**src/core/ptm_pkg.sv**
```systemverilog
package ptm_pkg;
  localparam logic [1:0] PTM_MODE_DUAL8 = 2'h0;
  localparam logic [1:0] PTM_MODE_CASC16 = 2'h1;
  localparam logic [1:0] PTM_MODE_PULSE = 2'h2;
  localparam logic [1:0] PTM_MODE_PWM = 2'h3;
  localparam logic [1:0] PTM_PWM_N6 = 2'h1;
  localparam logic [1:0] PTM_PWM_N7 = 2'h2;
  localparam logic [1:0] PTM_PWM_N8 = 2'h3;
  localparam logic [7:0] PTM_TOP_N6 = 8'h3F;
  localparam logic [7:0] PTM_TOP_N7 = 8'h7F;
  localparam logic [7:0] PTM_TOP_N8 = 8'hFF;
  localparam logic [7:0] PTM_ZERO = 8'h00;
  localparam logic [7:0] PTM_ONE = 8'h01;
  localparam logic [1:0] PTM_USEL_MATCH = 2'h0;
  localparam logic [1:0] PTM_TFF_INV = 2'h0;
  localparam logic [1:0] PTM_TFF_CLR = 2'h1;
  localparam logic [1:0] PTM_TFF_SET = 2'h2;

  // Clock taps for one pair: lower select indexes 0..3, upper 1..3 (upper select 0 picks the lower match)
  typedef struct packed {
    logic [3:0] lower_tick;
    logic [3:0] upper_tick;
  } ptm_ticks_t;

  // Configuration of one pair
  typedef struct packed {
    logic [1:0] mode;
    logic [1:0] lower_sel;
    logic [1:0] upper_sel;
    logic [1:0] pwm_cycle;
    logic run_lower;
    logic run_upper;
    logic tff_inv_en;
  } ptm_cfg_t;

  // Compare register write strobes with data
  typedef struct packed {
    logic wr_lower;
    logic wr_upper;
    logic [7:0] wdata;
  } ptm_wr_t;
endpackage : ptm_pkg

```
**src/core/ptm_timer.sv**
```systemverilog
`timescale 1ns/1ns
`default_nettype none
module ptm_timer
  import ptm_pkg::*;
(
  // Clock and reset
  input wire logic clk_sys_i,
  input wire logic rstn_i,
  // Count taps, already synchronous one-cycle pulses
  input wire ptm_ticks_t ticks_a_i,
  input wire ptm_ticks_t ticks_b_i,
  // Configuration
  input wire ptm_cfg_t cfg_a_i,
  input wire ptm_cfg_t cfg_b_i,
  input wire logic compare_dbuf_enable_i,
  input wire logic pulse_active_high_i,
  // Toggle flip-flop software control
  input wire logic tff_a_wr_i,
  input wire logic [1:0] tff_a_cmd_i,
  input wire logic tff_b_wr_i,
  input wire logic [1:0] tff_b_cmd_i,
  // Compare writes
  input wire ptm_wr_t wr_a_i,
  input wire ptm_wr_t wr_b_i,
  // Status
  output logic [3:0] irq_o,
  output logic [7:0] lower_counter_a_o,
  output logic [7:0] lower_counter_b_o,
  output logic [7:0] upper_counter_b_o,
  output logic first_pair_toggle_ff_o,
  output logic timer_output_pin_o
);
  logic [7:0] lc_a_q, uc_a_q, lc_b_q, uc_b_q;
  logic [7:0] cl_a_q, cu_a_q, cl_b_q, cu_b_q, buf_b_q;
  logic cmp_en_a_q, cmp_en_b_q;
  logic tff_a_q, tff_b_q, pulse_q;
  logic [3:0] irq_q;
  logic [7:0] pwm_top;

  // Lower-match, upper-match and overflow per pair
  logic ml_a, mu_a, ml_b, mu_b, ovl_a, ovl_b;
  logic tl_a, tu_a, tl_b, tu_b, clr_l_a, clr_u_a, clr_l_b, clr_u_b;
  logic casc_a, casc_b, ppg_b, pwm_b, both_a, both_b, pwm_wrap;

  assign casc_a = (cfg_a_i.mode == PTM_MODE_CASC16);
  assign casc_b = (cfg_b_i.mode == PTM_MODE_CASC16);
  // Pulse and PWM live only on the second pair; pair A treats them as dual 8-bit
  assign ppg_b = (cfg_b_i.mode == PTM_MODE_PULSE);
  assign pwm_b = (cfg_b_i.mode == PTM_MODE_PWM);

  always_comb begin
    case (cfg_b_i.pwm_cycle)
      PTM_PWM_N6: pwm_top = PTM_TOP_N6;
      PTM_PWM_N7: pwm_top = PTM_TOP_N7;
      PTM_PWM_N8: pwm_top = PTM_TOP_N8;
      default: pwm_top = PTM_TOP_N8;
    endcase
  end

  assign tl_a = cfg_a_i.run_lower && ticks_a_i.lower_tick[cfg_a_i.lower_sel];
  assign tl_b = cfg_b_i.run_lower && ticks_b_i.lower_tick[cfg_b_i.lower_sel];
  // Compare value 00 matches on overflow, i.e. counter wraps through zero
  assign ml_a = tl_a && (lc_a_q + PTM_ONE == cl_a_q);
  assign ml_b = tl_b && (lc_b_q + PTM_ONE == cl_b_q);
  assign ovl_a = tl_a && (lc_a_q == PTM_TOP_N8);
  assign ovl_b = tl_b && (lc_b_q == PTM_TOP_N8);
  // Wrap on reaching 2^n-1 so the period is 2^n-1 ticks, not 2^n
  assign pwm_wrap = pwm_b && tl_b && (lc_b_q + PTM_ONE == pwm_top);

  assign tu_a = cfg_a_i.run_upper && (casc_a ? ovl_a :
    (cfg_a_i.upper_sel == PTM_USEL_MATCH ? ml_a :
     ticks_a_i.upper_tick[cfg_a_i.upper_sel]));
  assign tu_b = cfg_b_i.run_upper && !ppg_b && (casc_b ? ovl_b :
    (cfg_b_i.upper_sel == PTM_USEL_MATCH ? ml_b :
     ticks_b_i.upper_tick[cfg_b_i.upper_sel]));
  assign mu_a = tu_a && (uc_a_q + PTM_ONE == cu_a_q);
  assign mu_b = tu_b && (uc_b_q + PTM_ONE == cu_b_q);

  // In cascade the pair matches when the 16-bit value reaches both compares
  assign both_a = casc_a && cmp_en_a_q && tl_a && (lc_a_q + PTM_ONE == cl_a_q) &&
    (uc_a_q == cu_a_q);
  assign both_b = casc_b && cmp_en_b_q && tl_b && (lc_b_q + PTM_ONE == cl_b_q) &&
    (uc_b_q == cu_b_q);

  logic ppg_hit_l, ppg_hit_u;
  assign ppg_hit_l = ppg_b && tl_b && (lc_b_q + PTM_ONE == cl_b_q);
  assign ppg_hit_u = ppg_b && tl_b && (lc_b_q + PTM_ONE == cu_b_q);

  // Counter clears: cascade lower clears only on joint match
  assign clr_l_a = casc_a ? both_a : ml_a;
  assign clr_u_a = casc_a ? both_a : mu_a;
  assign clr_l_b = casc_b ? both_b : (pwm_b ? pwm_wrap :
    (ppg_b ? ppg_hit_u : ml_b));
  assign clr_u_b = casc_b ? both_b : mu_b;

  logic irq_u_a, irq_u_b;
  assign irq_u_a = casc_a ? both_a : mu_a;
  assign irq_u_b = casc_b ? both_b : mu_b;

  always_ff @(posedge clk_sys_i) begin
    if (!rstn_i || !cfg_a_i.run_lower) begin
      lc_a_q <= PTM_ZERO;
    end else if (clr_l_a) begin
      lc_a_q <= PTM_ZERO;
    end else if (tl_a) begin
      lc_a_q <= lc_a_q + PTM_ONE;
    end
  end

  always_ff @(posedge clk_sys_i) begin
    if (!rstn_i || !cfg_a_i.run_upper) begin
      uc_a_q <= PTM_ZERO;
    end else if (clr_u_a) begin
      uc_a_q <= PTM_ZERO;
    end else if (tu_a) begin
      uc_a_q <= uc_a_q + PTM_ONE;
    end
  end

  always_ff @(posedge clk_sys_i) begin
    if (!rstn_i || !cfg_b_i.run_lower) begin
      lc_b_q <= PTM_ZERO;
    end else if (clr_l_b) begin
      lc_b_q <= PTM_ZERO;
    end else if (tl_b) begin
      lc_b_q <= lc_b_q + PTM_ONE;
    end
  end

  always_ff @(posedge clk_sys_i) begin
    if (!rstn_i || !cfg_b_i.run_upper) begin
      uc_b_q <= PTM_ZERO;
    end else if (clr_u_b) begin
      uc_b_q <= PTM_ZERO;
    end else if (tu_b) begin
      uc_b_q <= uc_b_q + PTM_ONE;
    end
  end

  // Compare registers of pair A and comparator suspend
  always_ff @(posedge clk_sys_i) begin
    if (!rstn_i) begin
      cl_a_q <= PTM_ZERO;
      cu_a_q <= PTM_ZERO;
      cmp_en_a_q <= 1'b1;
    end else begin
      if (wr_a_i.wr_lower) begin
        cl_a_q <= wr_a_i.wdata;
      end
      if (wr_a_i.wr_upper) begin
        cu_a_q <= wr_a_i.wdata;
      end
      if (wr_a_i.wr_upper) begin
        cmp_en_a_q <= 1'b1;
      end else if (wr_a_i.wr_lower && casc_a) begin
        cmp_en_a_q <= 1'b0;
      end
    end
  end

  // Pair B: lower compare is double buffered
  always_ff @(posedge clk_sys_i) begin
    if (!rstn_i) begin
      cl_b_q <= PTM_ZERO;
      buf_b_q <= PTM_ZERO;
      cu_b_q <= PTM_ZERO;
      cmp_en_b_q <= 1'b1;
    end else begin
      if (wr_b_i.wr_lower) begin
        buf_b_q <= wr_b_i.wdata;
      end
      // A same-cycle buffer transfer wins over a software write in buffered mode; the write stays in the buffer
      if (wr_b_i.wr_lower && !compare_dbuf_enable_i) begin
        cl_b_q <= wr_b_i.wdata;
      end else if (compare_dbuf_enable_i && (ppg_hit_u || pwm_wrap)) begin
        cl_b_q <= buf_b_q;
      end
      if (wr_b_i.wr_upper) begin
        cu_b_q <= wr_b_i.wdata;
      end
      if (wr_b_i.wr_upper) begin
        cmp_en_b_q <= 1'b1;
      end else if (wr_b_i.wr_lower && casc_b) begin
        cmp_en_b_q <= 1'b0;
      end
    end
  end

  // Toggle flip-flops sit only in the upper timers
  always_ff @(posedge clk_sys_i) begin
    if (!rstn_i) begin
      tff_a_q <= 1'b0;
    end else if (tff_a_wr_i && tff_a_cmd_i == PTM_TFF_CLR) begin
      tff_a_q <= 1'b0;
    end else if (tff_a_wr_i && tff_a_cmd_i == PTM_TFF_SET) begin
      tff_a_q <= 1'b1;
    end else if ((tff_a_wr_i && tff_a_cmd_i == PTM_TFF_INV) ^
                 (cfg_a_i.tff_inv_en && irq_u_a)) begin
      tff_a_q <= !tff_a_q;
    end
  end

  always_ff @(posedge clk_sys_i) begin
    if (!rstn_i) begin
      tff_b_q <= 1'b0;
    end else if (tff_b_wr_i && tff_b_cmd_i == PTM_TFF_CLR) begin
      tff_b_q <= 1'b0;
    end else if (tff_b_wr_i && tff_b_cmd_i == PTM_TFF_SET) begin
      tff_b_q <= 1'b1;
    end else if ((tff_b_wr_i && tff_b_cmd_i == PTM_TFF_INV) ^
                 (cfg_b_i.tff_inv_en && irq_u_b)) begin
      tff_b_q <= !tff_b_q;
    end
  end

  // Waveform of pulse and PWM modes; idles at the inactive level
  always_ff @(posedge clk_sys_i) begin
    if (!rstn_i || !(ppg_b || pwm_b) || !cfg_b_i.run_lower) begin
      pulse_q <= 1'b0;
    end else if (ppg_hit_l ^ ppg_hit_u) begin
      pulse_q <= !pulse_q;
    end else if (pwm_b && tl_b && ((lc_b_q + PTM_ONE == cl_b_q) ^ pwm_wrap)) begin
      pulse_q <= !pulse_q;
    end
  end

  always_ff @(posedge clk_sys_i) begin
    if (!rstn_i) begin
      irq_q <= 4'h0;
    end else begin
      irq_q <= {irq_u_b, (casc_b ? 1'b0 : (pwm_b ? pwm_wrap : ml_b)),
                irq_u_a, (casc_a ? 1'b0 : ml_a)};
    end
  end

  assign irq_o = irq_q;
  assign lower_counter_a_o = lc_a_q;
  assign lower_counter_b_o = lc_b_q;
  assign upper_counter_b_o = uc_b_q;
  assign first_pair_toggle_ff_o = tff_a_q;
  assign timer_output_pin_o = (ppg_b || pwm_b) ? (pulse_q ^ !pulse_active_high_i) :
    tff_b_q;

  a_casc_clear: assert property (@(posedge clk_sys_i) disable iff (!rstn_i)
    both_b && cfg_b_i.run_lower && cfg_b_i.run_upper |=> lc_b_q == PTM_ZERO && uc_b_q == PTM_ZERO)
    else $error("cascade joint match did not clear counters");
  a_casc_irq: assert property (@(posedge clk_sys_i) disable iff (!rstn_i)
    both_b |=> irq_o[3])
    else $error("cascade joint match gave no irq");
  a_casc_noclr: assert property (@(posedge clk_sys_i) disable iff (!rstn_i)
    casc_b && ml_b && !both_b && cfg_b_i.run_lower |=> lc_b_q == cl_b_q)
    else $error("cascade lower match cleared counter");
  a_cmp_suspend: assert property (@(posedge clk_sys_i) disable iff (!rstn_i)
    casc_b && wr_b_i.wr_lower && !wr_b_i.wr_upper |=> !cmp_en_b_q)
    else $error("comparator not suspended");
  a_cmp_resume: assert property (@(posedge clk_sys_i) disable iff (!rstn_i)
    wr_b_i.wr_upper |=> cmp_en_b_q)
    else $error("comparator not restarted");
  a_pwm_wrap: assert property (@(posedge clk_sys_i) disable iff (!rstn_i)
    pwm_wrap && cfg_b_i.run_lower |=> lc_b_q == PTM_ZERO)
    else $error("pwm counter not cleared at wrap");
  a_dbuf_load: assert property (@(posedge clk_sys_i) disable iff (!rstn_i)
    compare_dbuf_enable_i && pwm_wrap && !wr_b_i.wr_lower |=> cl_b_q == $past(buf_b_q))
    else $error("buffer not transferred at wrap");
  a_dbuf_hold: assert property (@(posedge clk_sys_i) disable iff (!rstn_i)
    compare_dbuf_enable_i && wr_b_i.wr_lower && !ppg_hit_u && !pwm_wrap |=> cl_b_q == $past(cl_b_q))
    else $error("buffered write reached active compare");
  a_direct_wr: assert property (@(posedge clk_sys_i) disable iff (!rstn_i)
    !compare_dbuf_enable_i && wr_b_i.wr_lower |=> cl_b_q == $past(wr_b_i.wdata) && buf_b_q == cl_b_q)
    else $error("unbuffered write not in both registers");
  a_ppg_toggle: assert property (@(posedge clk_sys_i) disable iff (!rstn_i)
    (ppg_hit_l ^ ppg_hit_u) && cfg_b_i.run_lower && ppg_b ##1 ppg_b && cfg_b_i.run_lower
    |-> pulse_q != $past(pulse_q))
    else $error("pulse output did not invert");

  c_casc: cover property (@(posedge clk_sys_i) both_b);
  c_ppg: cover property (@(posedge clk_sys_i) ppg_hit_u && compare_dbuf_enable_i);
  c_pwm: cover property (@(posedge clk_sys_i) pwm_wrap && cfg_b_i.pwm_cycle == PTM_PWM_N7);
  c_dual: cover property (@(posedge clk_sys_i) mu_a && cfg_a_i.upper_sel == PTM_USEL_MATCH);
endmodule : ptm_timer
`default_nettype wire

```
**config.mk**
```make
export PLATFORM = sky130hd
export DESIGN_NAME = ptm_timer
export DESIGN_NICKNAME = d
export VERILOG_FILES = /design/src/core/ptm_pkg.sv /design/src/core/ptm_timer.sv
export SDC_FILE = /design/constraint.sdc
export NUM_CORES = 1
export LEC_CHECK = 0
export BUFFER_PORTS_ARGS = -buffer_cell sky130_fd_sc_hd__buf_2
export CAP_MARGIN = 20
export CORE_MARGIN = 1.5
export CORE_UTILIZATION = 30
export DETAILED_ROUTE_END_ITERATION = 6
export MAX_ROUTING_LAYER = met4
export PLACE_DENSITY = 0.56
export RECOVER_POWER = 100
export SYNTH_ARGS = -nofsm -noshare
export SYNTH_HDL_FRONTEND = slang
export SYNTH_SLANG_ARGS = --single-unit
```
**constraint.sdc**
```tcl
create_clock -name clk_sys_i -period 2.85 [get_ports clk_sys_i]
set_input_delay 0.57 -clock clk_sys_i [delete_from_list [all_inputs] [get_ports clk_sys_i]]
set_output_delay 0.57 -clock clk_sys_i [all_outputs]
set_load 0.01 [all_outputs]
```
==> summary.txt <==
========================================================================================
Combinational family with the most area after synthesis                     simple AND/OR/NAND/NOR gates
Post-synth net total                                                                 628
DRC Markers                                                                            0
Number of cells produced by synthesis                                                554
# H-tree levels                                                                        3
Dominant register cell in the synthesized netlist                           sky130_fd_sc_hd__dfxtp_1
Number of iterations in the first detailed-routing pass                                5
Slew at the pin closest to its max-slew limit                                     502 ps
Hold buffers post-CTS                                                                  0
# nets final                                                                         720
Reg clk slew, reported paths                                                       70 ps
Count of unique library cells instantiated by Yosys                                   72
Dpl hpwl                                                                         9960 µm
Synth top area cells                                                        sky130_fd_sc_hd__dfxtp_1, sky130_fd_sc_hd__xnor2_1, sky130_fd_sc_hd__mux2i_1
Multiplexer area fraction after synthesis                                         0.0950
Count of flip-flops with a built-in enable after synthesis                             0
Part of the power in the clock network                                             0.411
Adder and majority cell fraction of the synthesized area                          0.0150
Library cell occupying the most area in the post-synthesis netlist          sky130_fd_sc_hd__dfxtp_1
CTS tree                                                                             yes
Final critical delay including setup and external delays                         2630 ps
Final antenna diode count                                                              0
Hold Path Stages                                                                       2
Pleak                                                                            2.25 nW
Wire length per cell                                                             14.7 µm
Worst skew pair latency                                                           350 ps
Routed wire length                                                              12800 µm
Run status                                                                  finished, final reports clean
Commonest cells after routing, fill and taps aside                          sky130_fd_sc_hd__dfxtp_1, sky130_fd_sc_hd__buf_2, sky130_fd_sc_hd__nor2_1
Most frequent standard cell in the layout excluding fill and tap cells      sky130_fd_sc_hd__dfxtp_1
Number of pins with negative max-slew slack in the final report                        0
Layout fillers                                                                      1727
Post-CTS Setup Inserts                                                                 0
Initial antenna violation count                                                        0
Post-Synth Simple-Gate Area                                                        0.259
Boundary pin count                                                                    98
Part of the power in registers                                                     0.454
Share of the yosys chip area belonging to registers                                0.323
Max-cap viol count                                                                     0
Unrepaired setup endpoints after global routing                                       no
Starting utilization of the core area                                              0.305
Final hold violation count                                                             0
Net Sw Power                                                                    0.738 mW
Launch instance of the worst register-to-register path                      lower_counter_b_o[0]
Die width                                                                         132 µm
Number of warnings printed during yosys synthesis                                      0
Gates resized, CTS repair                                                              0
Overall via count from detail_route                                                 4225
IO Port Bufs                                                                          93
Root Driver                                                                 sky130_fd_sc_hd__clkbuf_16
Summed instance area of the synthesized netlist                              0.00502 mm²
Max rail drop VDD                                                                 380 µV
Cell Rows                                                                             47
Slowest stage delay, CP                                                           520 ps
Number of buffer and inverter instances along the worst setup path                     1
Via count of the first global-routing pass                                          4209
Clock Tree Buf Depth                                                                   2
Post-detailed-route via-to-cell ratio                                               4.85
Remaining max-slew budget at the tightest pin                                      0.663
Required time worst endpoint                                                     3110 ps
Logic depth of the worst setup path including buffers                                 10
Grt total ovfl                                                                         0
Highest Clock Rate                                                             0.381 GHz
Critical Path, Cell by Cell                                                 inv_1, ha_1, xnor2_1, nor2_1, and4_1, o2111ai_4, nor4_4, o21ai_2, or3_1, o311ai_1
XOR/XNOR Fraction of Synth Area                                                    0.157
Critical path peak fanout                                                              8
Share of post-route cells with drive strength above 1                              0.194
Finish-stage setup viols                                                               0
Number of clock buffers inserted by TritonCTS                                          9
Global-route usage over all layers                                                 0.155
Portion of synthesized cell area occupied by the leading cell type                 0.323
Compound-gate portion of the synthesized area                                      0.118
Worst r2r path cells                                                                  10
Beginning of the critical path                                              lower_counter_b_o[0]
Category of cells accounting for the largest share of critical-path delay   simple AND/OR/NAND/NOR gates
R2r setup slk                                                                     220 ps
Combinational share of power                                                       0.135
Setup tns final                                                                     0 ps
Synthesized area per cell                                                       9.06 µm²
Full die area                                                                 0.0175 mm²
Type of element capturing the critical path                                         flop
Placeable core region                                                         0.0165 mm²
Category of the most critical setup path                                    flop to flop
Power per Cell Area                                                           452 mW/mm²
Clock skew after layout                                                          9.82 ps
Wire length of the first global-routing pass                                    21100 µm
Critical path launch point type                                                     flop
Synthesized flop and latch total                                                      81
Vertical die dimension                                                            132 µm
Final cycle utilization of the critical path                                       0.921
Internal power                                                                   1.95 mW
Fraction of power spent switching nets                                             0.275
Critical path's slowest cell                                                sky130_fd_sc_hd__dfxtp_1
Routability congestion estimate                                                    0.922
Hold_ws                                                                           473 ps
Initial DRC count                                                                    208
Area added between synthesis and finish                                            18.3%
Number of nets with antenna violations after routing                                   0
Data arrival at the endpoint of the critical path                                2880 ps
Sinks on Clock Net                                                                    81
Pin count of the biggest net entering global routing                                  55
Share of flip-flops with an asynchronous set or reset                                  0
Origin of the worst min-delay path                                            cmp_en_a_q
Class of the most critical hold timing path                                 flop to flop
========================================================================================
metal layers:
layer  vias to the layer above  GRT usage  part of all wire
met1                      1971      0.176              0.45
met3                        21     0.0354             0.044
li1                       2129          -                 -
met2                       104      0.264              0.48
met4                         0     0.0647             0.027
met5                         -          -                 0
through the flow:
step | cell area, µm² | utilization | total power, mW | cells | setup slack (ps)
2_1_floorplan | 5020 | - | 1.48 | 554 | 421
3_3_place_gp | 5710 | 0.347 | 1.60 | 855 | 269
3_5_place_dp | 5710 | 0.347 | 1.61 | 855 | 176
4_1_cts | 5990 | 0.364 | 2.73 | 871 | 157
5_1_grt | 5940 | 0.361 | 2.81 | 871 | 23.4
6_report | 5940 | 0.361 | 2.68 | 871 | 224
final timing paths:
kind                 to
max reg2reg     tff_b_q
min reg2reg  cmp_en_a_q
max             tff_b_q
min          cmp_en_a_q
cells by family (layout without fill, tap and decap cells):
logic type | after synthesis | in the layout
simple gates | 234 | 234
xor+xnor | 87 | 87
flops | 81 | 81
compound gates | 69 | 69
mux | 46 | 46
buf+inv | 31 | 128
fa+ha+maj | 6 | 6
state kept, by name, indices dropped and copies added, names as in the netlist, 4 cells and up:
signal	flops
buf_b_q	8
cl_a_q	8
cl_b_q	8
cu_a_q	8
cu_b_q	8
irq_o	4
lower_counter_a_o	8
lower_counter_b_o	8
uc_a_q	8
upper_counter_b_o	8
power by group through the flow:
stage          logic, mW  clock network, mW  registers, mW
3_5_place_dp       0.368                  0           1.24
5_1_grt            0.400               1.19           1.22
2_1_floorplan      0.254                  0           1.23
4_1_cts            0.370               1.14           1.22
3_3_place_gp       0.360                  0           1.24
6_report           0.364               1.10           1.22
cell usage after synthesis, drive strengths merged (8+ instances only):
master  count
o221a       9
xnor2      52
nor2       54
mux2i      42
nand2b     15
o21ai       8
buf        13
nor2b      39
clkbuf     11
nor4        9
dfxtp      81
o21a       10
nand4      10
xor2       33
and3        8
nand3      24
nand2      44
area by class of cell:
class	instances	area (µm²)	area share
multi-input combinational	442	3230	0.544
inverter	7	26.3	0.00442
timing repair buffer	105	503	0.0847
clock inverter	7	53.8	0.00906
clock buffer	9	225	0.0379
tap	220	275	0.0464
sequential	81	1620	0.273
worst min-delay path: stages (launching register included):
cell and delay, ps:
sky130_fd_sc_hd__dfxtp_1 330, sky130_fd_sc_hd__nand2_1 50, sky130_fd_sc_hd__nand3b_1 70
(Power assumes the default switching activity.)
